$ cat src/ccpw_defs.svh
// Constants of the standard PWM unit
`ifndef CCPW_DEFS_SVH
`define CCPW_DEFS_SVH

`define CCPW_ADDR_CTRL 4'h0
`define CCPW_ADDR_DUTY 4'h4
`define CCPW_ADDR_DIR 4'h8
`define CCPW_ADDR_STAT 4'hc
`define CCPW_EN_BIT 7
`define CCPW_OUT_BIT 5
`define CCPW_FMT_BIT 4
`define CCPW_MODE_PWM 2'b11
`define CCPW_MODE_HI 3
`define CCPW_MODE_LO 2
`define CCPW_CTRL_RST 8'h00
`define CCPW_DUTY_RST 16'h0000
`define CCPW_DIR_RST 1'b1
`define CCPW_DUTY_ZERO 10'h000
`define CCPW_RESP_OK 2'b00
`define CCPW_RESP_ERR 2'b10

`endif

$ cat src/ccpw_pkg.sv
// Types of the standard PWM unit
package ccpw_pkg;
  typedef logic [9:0] ccpw_duty_t;
  typedef enum logic [1:0] {
    CCPW_ST_OFF = 2'b00,
    CCPW_ST_HIGH = 2'b01,
    CCPW_ST_LOW = 2'b10
  } ccpw_state_e;
endpackage

$ cat src/ccpw_duty_buf.sv
// Active duty buffer, reloaded only at period roll
`include "ccpw_defs.svh"
module ccpw_duty_buf (
  input wire logic sys_clk,
  input wire logic rst_n,
  input wire logic load,
  input wire ccpw_pkg::ccpw_duty_t duty_in,
  output ccpw_pkg::ccpw_duty_t duty_q
);
  // Second stage of the double buffer
  always_ff @(posedge sys_clk or negedge rst_n) begin
    if (!rst_n) begin
      duty_q <= `CCPW_DUTY_ZERO;
    end else if (load) begin
      duty_q <= duty_in;
    end
  end
endmodule

$ cat src/ccpw_top.sv
// Standard PWM unit with AXI4-Lite register access
//
// Local design decisions: register access over AXI4-Lite and the register addresses.
`include "ccpw_defs.svh"
module ccpw_top (
  input wire logic sys_clk,
  input wire logic rst_n,
  input wire logic [3:0] s_axi_awaddr,
  input wire logic s_axi_awvalid,
  output logic s_axi_awready,
  input wire logic [31:0] s_axi_wdata,
  input wire logic [3:0] s_axi_wstrb,
  input wire logic s_axi_wvalid,
  output logic s_axi_wready,
  output logic [1:0] s_axi_bresp,
  output logic s_axi_bvalid,
  input wire logic s_axi_bready,
  input wire logic [3:0] s_axi_araddr,
  input wire logic s_axi_arvalid,
  output logic s_axi_arready,
  output logic [31:0] s_axi_rdata,
  output logic [1:0] s_axi_rresp,
  output logic s_axi_rvalid,
  input wire logic s_axi_rready,
  input wire logic [7:0] period_timer_count,
  input wire logic period_match,
  input wire logic period_inc,
  input wire logic prescale_is_one,
  input wire logic [1:0] clock_phase,
  input wire logic [1:0] prescale_count,
  input wire logic sleep_req,
  output logic wave_output_pin_o,
  output logic wave_output_pin_oe
);

  ////////////////////////////////////////////////////////////////////////
  // Registers and state
  logic [7:0] unit_control_register_q;
  logic [15:0] duty_value_register_q;
  logic pin_direction_control_q;
  ccpw_pkg::ccpw_state_e state_q, state_d;
  ccpw_pkg::ccpw_duty_t duty_buf;
  logic sleep_m_q, sleep_s_q;
  logic aw_full_q, w_full_q;
  logic [3:0] aw_addr_q;
  logic [31:0] w_data_q;
  logic [3:0] w_strb_q;
  logic bvalid_q, rvalid_q;
  logic [1:0] bresp_q, rresp_q;
  logic [31:0] rdata_q;

  // Place the 10-bit duty by alignment select
  function automatic ccpw_pkg::ccpw_duty_t align_duty(input logic [15:0] raw,
                                                      input logic left);
    if (left) begin
      align_duty = raw[15:6];
    end else begin
      align_duty = raw[9:0];
    end
  endfunction

  // Byte-lane merge for register writes
  function automatic logic [31:0] merge_lanes(input logic [31:0] old,
                                              input logic [31:0] nw,
                                              input logic [3:0] strb);
    merge_lanes = old;
    for (int i = 0; i < 4; i++) begin
      if (strb[i]) begin
        merge_lanes[i*8 +: 8] = nw[i*8 +: 8];
      end
    end
  endfunction

  ////////////////////////////////////////////////////////////////////////
  // Sleep request synchroniser
  always_ff @(posedge sys_clk or negedge rst_n) begin
    if (!rst_n) begin
      sleep_m_q <= 1'b0;
      sleep_s_q <= 1'b0;
    end else begin
      sleep_m_q <= sleep_req;
      sleep_s_q <= sleep_m_q;
    end
  end

  ////////////////////////////////////////////////////////////////////////
  // Mode decode, time base and compare
  wire duty_left = unit_control_register_q[`CCPW_FMT_BIT];
  wire pwm_on = unit_control_register_q[`CCPW_EN_BIT] &&
                (unit_control_register_q[`CCPW_MODE_HI:`CCPW_MODE_LO] == `CCPW_MODE_PWM);
  wire run = pwm_on && !sleep_s_q;
  wire [1:0] tb_low = prescale_is_one ? clock_phase : prescale_count;
  wire [9:0] time_base = {period_timer_count, tb_low};
  wire period_roll = run && period_inc && period_match;
  wire ccpw_pkg::ccpw_duty_t duty_new = align_duty(duty_value_register_q,
                                                  duty_left);
  wire duty_nz = (duty_new != `CCPW_DUTY_ZERO);
  wire duty_hit = (time_base == duty_buf);
  wire out_q = (state_q == ccpw_pkg::CCPW_ST_HIGH);

  // Double buffer of the duty value
  ccpw_duty_buf u_duty_buf (
    .sys_clk(sys_clk),
    .rst_n(rst_n),
    .load(period_roll),
    .duty_in(duty_new),
    .duty_q(duty_buf)
  );

  // Output level state machine
  always_comb begin
    state_d = state_q;
    if (sleep_s_q) begin
      state_d = state_q;
    end else if (!pwm_on) begin
      state_d = ccpw_pkg::CCPW_ST_OFF;
    end else begin
      case (state_q)
        ccpw_pkg::CCPW_ST_OFF, ccpw_pkg::CCPW_ST_LOW: begin
          if (period_roll) begin
            state_d = duty_nz ? ccpw_pkg::CCPW_ST_HIGH : ccpw_pkg::CCPW_ST_LOW;
          end
        end
        ccpw_pkg::CCPW_ST_HIGH: begin
          if (period_roll) begin
            state_d = duty_nz ? ccpw_pkg::CCPW_ST_HIGH : ccpw_pkg::CCPW_ST_LOW;
          end else if (duty_hit) begin
            state_d = ccpw_pkg::CCPW_ST_LOW;
          end
        end
        default: begin
          state_d = ccpw_pkg::CCPW_ST_OFF;
        end
      endcase
    end
  end

  // State register
  always_ff @(posedge sys_clk or negedge rst_n) begin
    if (!rst_n) begin
      state_q <= ccpw_pkg::CCPW_ST_OFF;
    end else begin
      state_q <= state_d;
    end
  end

  // Pin level: set by the state register, cleared by the compare in the
  // cycle the time base reaches the duty, so the high time is exact
  assign wave_output_pin_o = out_q && !duty_hit;
  // Driver enabled only with direction cleared
  assign wave_output_pin_oe = pwm_on && !pin_direction_control_q;

  ////////////////////////////////////////////////////////////////////////
  // AXI4-Lite write path
  assign s_axi_awready = !aw_full_q;
  assign s_axi_wready = !w_full_q;
  assign s_axi_bvalid = bvalid_q;
  assign s_axi_bresp = bresp_q;
  wire aw_take = s_axi_awvalid && !aw_full_q;
  wire w_take = s_axi_wvalid && !w_full_q;
  wire wr_go = aw_full_q && w_full_q && !bvalid_q;
  wire wr_ctrl = wr_go && (aw_addr_q == `CCPW_ADDR_CTRL);
  wire wr_duty = wr_go && (aw_addr_q == `CCPW_ADDR_DUTY);
  wire wr_dir = wr_go && (aw_addr_q == `CCPW_ADDR_DIR);
  wire wr_stat = wr_go && (aw_addr_q == `CCPW_ADDR_STAT);
  wire wr_ok = wr_ctrl || wr_duty || wr_dir || wr_stat;
  wire [31:0] ctrl_m = merge_lanes({24'h0, unit_control_register_q}, w_data_q, w_strb_q);
  wire [31:0] duty_m = merge_lanes({16'h0, duty_value_register_q}, w_data_q, w_strb_q);
  wire [31:0] dir_m = merge_lanes({31'h0, pin_direction_control_q}, w_data_q, w_strb_q);

  // Address and data holding, either order
  always_ff @(posedge sys_clk or negedge rst_n) begin
    if (!rst_n) begin
      aw_full_q <= 1'b0;
      w_full_q <= 1'b0;
      aw_addr_q <= 4'h0;
      w_data_q <= 32'h0;
      w_strb_q <= 4'h0;
    end else begin
      if (aw_take) begin
        aw_full_q <= 1'b1;
        aw_addr_q <= {s_axi_awaddr[3:2], 2'b00};
      end else if (wr_go) begin
        aw_full_q <= 1'b0;
      end
      if (w_take) begin
        w_full_q <= 1'b1;
        w_data_q <= s_axi_wdata;
        w_strb_q <= s_axi_wstrb;
      end else if (wr_go) begin
        w_full_q <= 1'b0;
      end
    end
  end

  // Write response
  always_ff @(posedge sys_clk or negedge rst_n) begin
    if (!rst_n) begin
      bvalid_q <= 1'b0;
      bresp_q <= `CCPW_RESP_OK;
    end else if (wr_go) begin
      bvalid_q <= 1'b1;
      bresp_q <= wr_ok ? `CCPW_RESP_OK : `CCPW_RESP_ERR;
    end else if (s_axi_bready) begin
      bvalid_q <= 1'b0;
    end
  end

  // Software registers; output bit of control is read-only
  always_ff @(posedge sys_clk or negedge rst_n) begin
    if (!rst_n) begin
      unit_control_register_q <= `CCPW_CTRL_RST;
      duty_value_register_q <= `CCPW_DUTY_RST;
      pin_direction_control_q <= `CCPW_DIR_RST;
    end else begin
      if (wr_ctrl) begin
        unit_control_register_q <= {ctrl_m[7], 2'b00, ctrl_m[4:0]};
      end
      if (wr_duty) begin
        duty_value_register_q <= duty_m[15:0];
      end
      if (wr_dir) begin
        pin_direction_control_q <= dir_m[0];
      end
    end
  end

  ////////////////////////////////////////////////////////////////////////
  // AXI4-Lite read path
  assign s_axi_arready = !rvalid_q;
  assign s_axi_rvalid = rvalid_q;
  assign s_axi_rdata = rdata_q;
  assign s_axi_rresp = rresp_q;
  wire [3:0] ra = {s_axi_araddr[3:2], 2'b00};
  wire rd_ok = (ra == `CCPW_ADDR_CTRL) || (ra == `CCPW_ADDR_DUTY) ||
               (ra == `CCPW_ADDR_DIR) || (ra == `CCPW_ADDR_STAT);
  wire [7:0] ctrl_rd = {unit_control_register_q[7], 1'b0, out_q,
                        unit_control_register_q[4:0]};
  wire [31:0] rd_mux = (ra == `CCPW_ADDR_CTRL) ? {24'h0, ctrl_rd} :
                       (ra == `CCPW_ADDR_DUTY) ? {16'h0, duty_value_register_q} :
                       (ra == `CCPW_ADDR_DIR) ? {31'h0, pin_direction_control_q} :
                       (ra == `CCPW_ADDR_STAT) ?
                         {13'h0, sleep_s_q, pwm_on, out_q, 6'h0, duty_buf} :
                       32'h0;

  // Read answer one cycle after address
  always_ff @(posedge sys_clk or negedge rst_n) begin
    if (!rst_n) begin
      rvalid_q <= 1'b0;
      rdata_q <= 32'h0;
      rresp_q <= `CCPW_RESP_OK;
    end else if (s_axi_arvalid && !rvalid_q) begin
      rvalid_q <= 1'b1;
      rdata_q <= rd_mux;
      rresp_q <= rd_ok ? `CCPW_RESP_OK : `CCPW_RESP_ERR;
    end else if (s_axi_rready) begin
      rvalid_q <= 1'b0;
    end
  end
endmodule

$ cat config.mk
export PLATFORM = sky130hd
export DESIGN_NAME = ccpw_top
export DESIGN_NICKNAME = d
export VERILOG_FILES = /design/src/ccpw_pkg.sv /design/src/ccpw_duty_buf.sv /design/src/ccpw_top.sv
export VERILOG_INCLUDE_DIRS = /design/src
export SDC_FILE = /design/constraint.sdc
export NUM_CORES = 1
export LEC_CHECK = 0
export BUFFER_PORTS_ARGS = -buffer_cell sky130_fd_sc_hd__clkbuf_2
export CAP_MARGIN = 20
export CORE_AREA = 5 5 118 120
export DETAILED_ROUTE_END_ITERATION = 8
export DIE_AREA = 0 0 123 125
export SETUP_SLACK_MARGIN = 0.15
export SYNTH_ARGS = -nofsm -noshare
export SYNTH_HDL_FRONTEND = slang
export SYNTH_HIERARCHICAL = 1
export SYNTH_SLANG_ARGS = --single-unit
$ cat constraint.sdc
create_clock -name sys_clk -period 4.1 [get_ports sys_clk]
set_input_delay 0 -clock sys_clk [delete_from_list [all_inputs] [get_ports sys_clk]]
set_output_delay 0 -clock sys_clk [all_outputs]
set_load 0.01 [all_outputs]
# Word level (Yosys, flattened, before mapping)
# Index checks and enable logic that the tools add are counted.
[totals] regBits=97 out_inout_bits=43
[classes] n_eq_ne=12 n_mux=21 n_bitwise=1 reduce_logical=42
[op_table] op="$mux 19" count=4
[op_table] op="$mux 2" count=8
[op_table] op="$logic_and 1x1->1" count=15
[op_table] op="$eq 2x2->1 const B" count=6
[op_table] op="$eq 10x10->1" count=1
[op_table] op="$mux 10" count=1
[op_table] op="$reduce_bool 10->1" count=1
[op_table] op="$logic_not 4->1" count=2
[op_table] op="$reduce_and 2->1" count=4
[op_table] op="$reduce_bool 2->1" count=4
[op_table] op="$logic_not 1->1" count=7
[op_table] op="$mux 1" count=7
[op_table] op="$eq 2x1->1 const B" count=3
[op_table] op="$logic_or 1x1->1" count=6
[op_table] op="$ne 4x4->1 const B" count=1
[op_table] op="$pmux 2 s2" count=1
[op_table] op="$ne 3x3->1 const B" count=1
[op_table] op="$reduce_and 3->1" count=1
[op_table] op="$logic_not 2->1" count=1
[op_table] op="$reduce_or 2->1" count=1
[op_table] op="$not 1->1" count=1

# Longest topological paths before layout
[logic_depth] depth_word=8 ltp_mapped=5 depth_no_buf=4

# By module
# Netlist, hierarchy kept.
[modules_own_cells] module="ccpw_top" instances=1 cells_per_inst=269 area_per_inst_um2=3324.4 seq_area_each_um2=1803.0
[modules_own_cells] module="ccpw_duty_buf" instances=1 cells_per_inst=21 area_per_inst_um2=411.6 seq_area_each_um2=250.2

# Worst setup path before layout
# OpenSTA, ideal clock, no wires.
[synth_timing] path_kind="reg-to-reg" startpoint="register duty_value_register_q[13]" endpoint="register state_q[0]" setup_time_ns=0.140 arrival_time_ns=1.461 slack_ns=2.499 path_stages_with_launch=5 synth_period_minus_slack_ns=1.601 path_cell_list="dfrtp_1 -> or4b_1 -> o32a_1 -> o41ai_1 -> o211ai_1"
[synth_via] elab_chain_cells=6
[synth_rtl] item="start: declaration" line_no="ccpw_top.sv:39" text="logic [15:0] duty_value_register_q;"
[synth_rtl] item="start signal: assignment" line_no="ccpw_top.sv:213" text="duty_value_register_q <= `CCPW_DUTY_RST;"
[synth_rtl] item="start signal: assignment" line_no="ccpw_top.sv:220" text="duty_value_register_q <= duty_m[15:0];"
[synth_rtl] item="$mux 10 (*)" line_no="ccpw_top.sv:55" text="if (left) begin"
[synth_rtl] item="$reduce_bool 10->1 (no line) (*)"
[synth_rtl] item="$mux 2 (*)" line_no="ccpw_top.sv:121, ccpw_top.sv:126"
[synth_rtl] item="$mux 2, on equally long branches" line_no="ccpw_top.sv:125, ccpw_top.sv:120"
[synth_rtl] item="$pmux 2 s2 (*)" line_no="ccpw_top.sv:118" text="case (state_q)"
[synth_rtl] item="$mux 2 (*)" line_no="ccpw_top.sv:115" text="end else if (!pwm_on) begin"
[synth_rtl] item="end signal: assignment" line_no="ccpw_top.sv:141" text="state_q <= ccpw_pkg::CCPW_ST_OFF;"
[synth_rtl] item="end signal: assignment" line_no="ccpw_top.sv:143" text="state_q <= state_d;"
[synth_rtl] item="end: declaration" line_no="ccpw_top.sv:41" text="ccpw_pkg::ccpw_state_e state_q, state_d;"
# Every way passes the cells marked *; elsewhere a longest branch is shown, timed or not. The select of a mux whose other input is x is not followed.
# A chain may end at the register's enable or synchronous reset.

# Worst setup path in the final report
[layout_timing] startpoint="register unit_control_register_q[4]" endpoint="register state_q[0]"
[layout_via] elab_chain_cells=6
[layout_rtl] item="start: declaration" line_no="ccpw_top.sv:38" text="logic [7:0] unit_control_register_q;"
[layout_rtl] item="start signal: assignment" line_no="ccpw_top.sv:212" text="unit_control_register_q <= `CCPW_CTRL_RST;"
[layout_rtl] item="start signal: assignment" line_no="ccpw_top.sv:217" text="unit_control_register_q <= {ctrl_m[7], 2'b00, ctrl_m[4:0]};"
[layout_rtl] item="$mux 10 (*)" line_no="ccpw_top.sv:55"
[layout_rtl] item="$reduce_bool 10->1 (no line) (*)"
[layout_rtl] item="$mux 2 (*)" line_no="ccpw_top.sv:121, ccpw_top.sv:126"
[layout_rtl] item="$mux 2, on equally long branches" line_no="ccpw_top.sv:125, ccpw_top.sv:120"
[layout_rtl] item="$pmux 2 s2 (*)" line_no="ccpw_top.sv:118"
[layout_rtl] item="$mux 2 (*)" line_no="ccpw_top.sv:115"
# Marks and branches as above.

==> impl_results.md <==
* Post-Syn Area at 3740 µm²
* CTS H-tree depth at 3
* Die height at 125 µm
* Worst path arrival time at 2.26 ns
* Final hold vios at 0
* DP HPWL at 6250 µm
* Largest area contributor in the netlist: dfrtp_1
* Post-synth top cells: dfrtp_1 (81), mux2_1 (30), mux2_2 (24), nand2_1 (18), buf_4 (16)
* # IOs at 110
* Largest net degree at the start of global routing at 83
* Post-synthesis sequential area ratio at 55.0%
* Initial Util at 29.0%
* Clock tree root buffer cell: clkbuf_16
* First-pass GRT wire length at 13900 µm
* Number of port buffers at 72
* Dpl cell area at 4220 µm²
* Post-synthesis register bit count at 82
* Final #Nets at 459
* ANT nets after route at 0
* DR vias at 2526
* Initial antenna violation count at 0
* Peak supply drop at 0.000280 V
* Final setup TNS at 0 ns
* Cell area after layout at 4830 µm²
* Synth-to-Final Area Change at 29.4%
* Crit path required time at 4.30 ns
* Worst rel slew slack at 47.3%
* CTS Sinks at 82
* Fin util at 37.6%
* Power density over the cells at 607 nW/µm²
* Layout cell share with drive strength beyond 1 at 32.0%
* Area of the multi-input gates at 1550 µm²
* Number of buffers created by CTS at 9
* CP endpoint kind: flip-flop
* GP Congestion at 0.772
* Final setup violation count at 0
* Crit Path Class: flip-flop to flip-flop
* Row count at 42
* Max-slew violations at 0
* Status: complete, no violations
* DRC Markers at 0
* RSZ-0062 raised after global routing: no
* Die width at 123 µm
* Top FF cell, synth: dfrtp_1
* Mapped Cells at 290
* Avg Vias per Cell at 4.41
* Count leader, synth: dfrtp_1
* Filler instances at 1249
* Tmin final at 2.07 ns
* Crit start category: flip-flop
* Biggest fanout along the worst timing path at 16
* Clock transition at the registers of the reported paths at 0.06 ns
* Async SR Flop Fraction at 100%
* Die Area at 15400 µm²
* Max Cap Viol at 0
* Seq. cell area at 2050 µm²
* Worst skew pair latency at 0.33 ns
* Leak at 2.24 nW
* Final period utilization at 50.4%
* Vias in the first global route at 2713
* Pre-antenna DRT Iters at 4
* Initial DRC count at 117
* Hold WC Path Type: input port to async pin
* Max frequency at 484 MHz
* Synth warnings at 6
* Post-synth top area share at 54.3%
* Top cells by area, synth: dfrtp_1 (54%), mux2_1 (9.0%), mux2_2 (7.2%)
* Total wire length at 8540 µm
* Max clock buf depth at 2
* Post-synth EDFFs at 0
* Core Area at 12900 µm²
* Global Route Usage Sum at 11.6%
* Ant. Diodes at 0
* Clock Skew at 0.00715 ns
* Post-synthesis cell type count at 44
* Total gr overflow at 0
* CTS tree: yes
* Routed len/inst at 14.9 µm
* Worst Tran Pin Value at 0.789 ns
* Avg Inst Size Synth at 12.9 µm²
## power by group
part / total [mW] / internal, mW / leakage, nW / switching, mW
Combinational: 0.753 / 0.440 / 1.05 / 0.313
Clock: 0.806 / 0.505 / 0.147 / 0.302
Sequential: 1.38 / 1.10 / 1.04 / 0.275
## final timing paths
check / from / endpoint / slack [ns] / depth (start not counted)
hold / removal: rst_n / s_axi_rdata[8] / 0.04 / 2
setup reg to reg: unit_control_register_q[4] / state_q[0] / 2.03 / 4
setup / recovery: unit_control_register_q[4] / state_q[0] / 2.03 / 4
min in group sys_clk: s_axi_araddr[3] / s_axi_rdata[16] / 0.17 / 3
max in group asynchronous: rst_n / pin_direction_control_q / 3.42 / 3
hold reg to reg: sleep_m_q / sleep_s_q / 0.35 / 0
## registers in the layout, indices dropped and copies added, names as in the netlist, 2 cells and up
name	cells
s_axi_rdata	19
duty_value_register_q	16
w_data_q	16
u_duty_buf/duty_q	10
unit_control_register_q	6
aw_addr_q	2
state_q	2
w_strb_q	2
## area by class of cell
type | count | share of cell area [%]
multi-input combinational | 191 | 32.1
tap | 176 | 4.55
clock buffer | 14 | 5.46
sequential | 82 | 42.5
timing repair buffer | 103 | 14.3
inverter | 5 | 0.388
clock inverter | 2 | 0.725
## what timing repair did
action | CTS | global route
gates resized for setup | 0 | 0
endpoints found under the hold margin | 109 | 0
buffers inserted | 0 | 0
hold buffers | 27 | 0
## layout by cell type, fill, tap and decap left out, types with 2 or more instances in the layout
master         synthesis  final
dfrtp_1               81     81
clkbuf_2               0     71
mux2_1                30     30
dlygate4sd3_1          0     27
mux2_2                24     24
nand2_1               18     18
conb_1                 1     15
o21ai_0               13     13
nor2_1                11     11
mux2i_1               10     10
mux2_4                10     10
xnor2_1                9      9
clkbuf_16              0      9
a22o_1                 6      6
inv_1                  5      5
a21oi_1                5      5
nand3_1                4      4
nand3b_1               3      3
and2_1                 3      3
clkbuf_1               6      3
clkbuf_8               0      3
buf_4                 16      3
nand4_1                2      2
nor2b_1                2      2
or4b_1                 2      2
nor3b_1                2      2
a22oi_1                2      2
o21a_1                 2      2
o31ai_1                2      2
## per-stage QoR
| step | std cells | hold slack, ns | total power, mW | setup WS [ns] |
|---|---|---|---|---|
| finish | 573 | 0.0448 | 2.94 | 2.03 |
| global route | 573 | 0.0534 | 3.13 | 1.89 |
| CTS | 571 | 0.156 | 2.98 | 2.02 |
| detailed placement | 528 | 0.118 | 2.14 | 2.00 |
| global placement | 528 | 0.111 | 2.10 | 2.07 |
| floorplan | 304 | -0.296 | 1.86 | 2.50 |
## layer usage
layer  GRT usage, %  wire (µm)
met5              0          0
met4           3.00        100
met3           4.16        516
met2           18.6       3960
met1           15.0       3970
## worst max-delay path, stage by stage (launching register included)
cell and delay (ns):
dfrtp_1 0.72, or4b_1 0.49, o32a_1 0.22, o41ai_1 0.35, o211ai_1 0.15
## logic make-up (layout without fill, tap and decap cells)
kind of cell | after synthesis | count (layout) | share of synthesized area, %
and+or+nand+nor | 55 | 55 | 7.70
other | 1 | 15 | 0.100
muxes | 75 | 75 | 23.6
xor gates and xnor gates | 10 | 10 | 2.34
AOI/OAI and AO/OA | 36 | 36 | 6.33
DFF | 82 | 82 | 55.0
buffers and inverters | 31 | 124 | 4.99
Note: power is estimated with default switching activity, not from simulation.
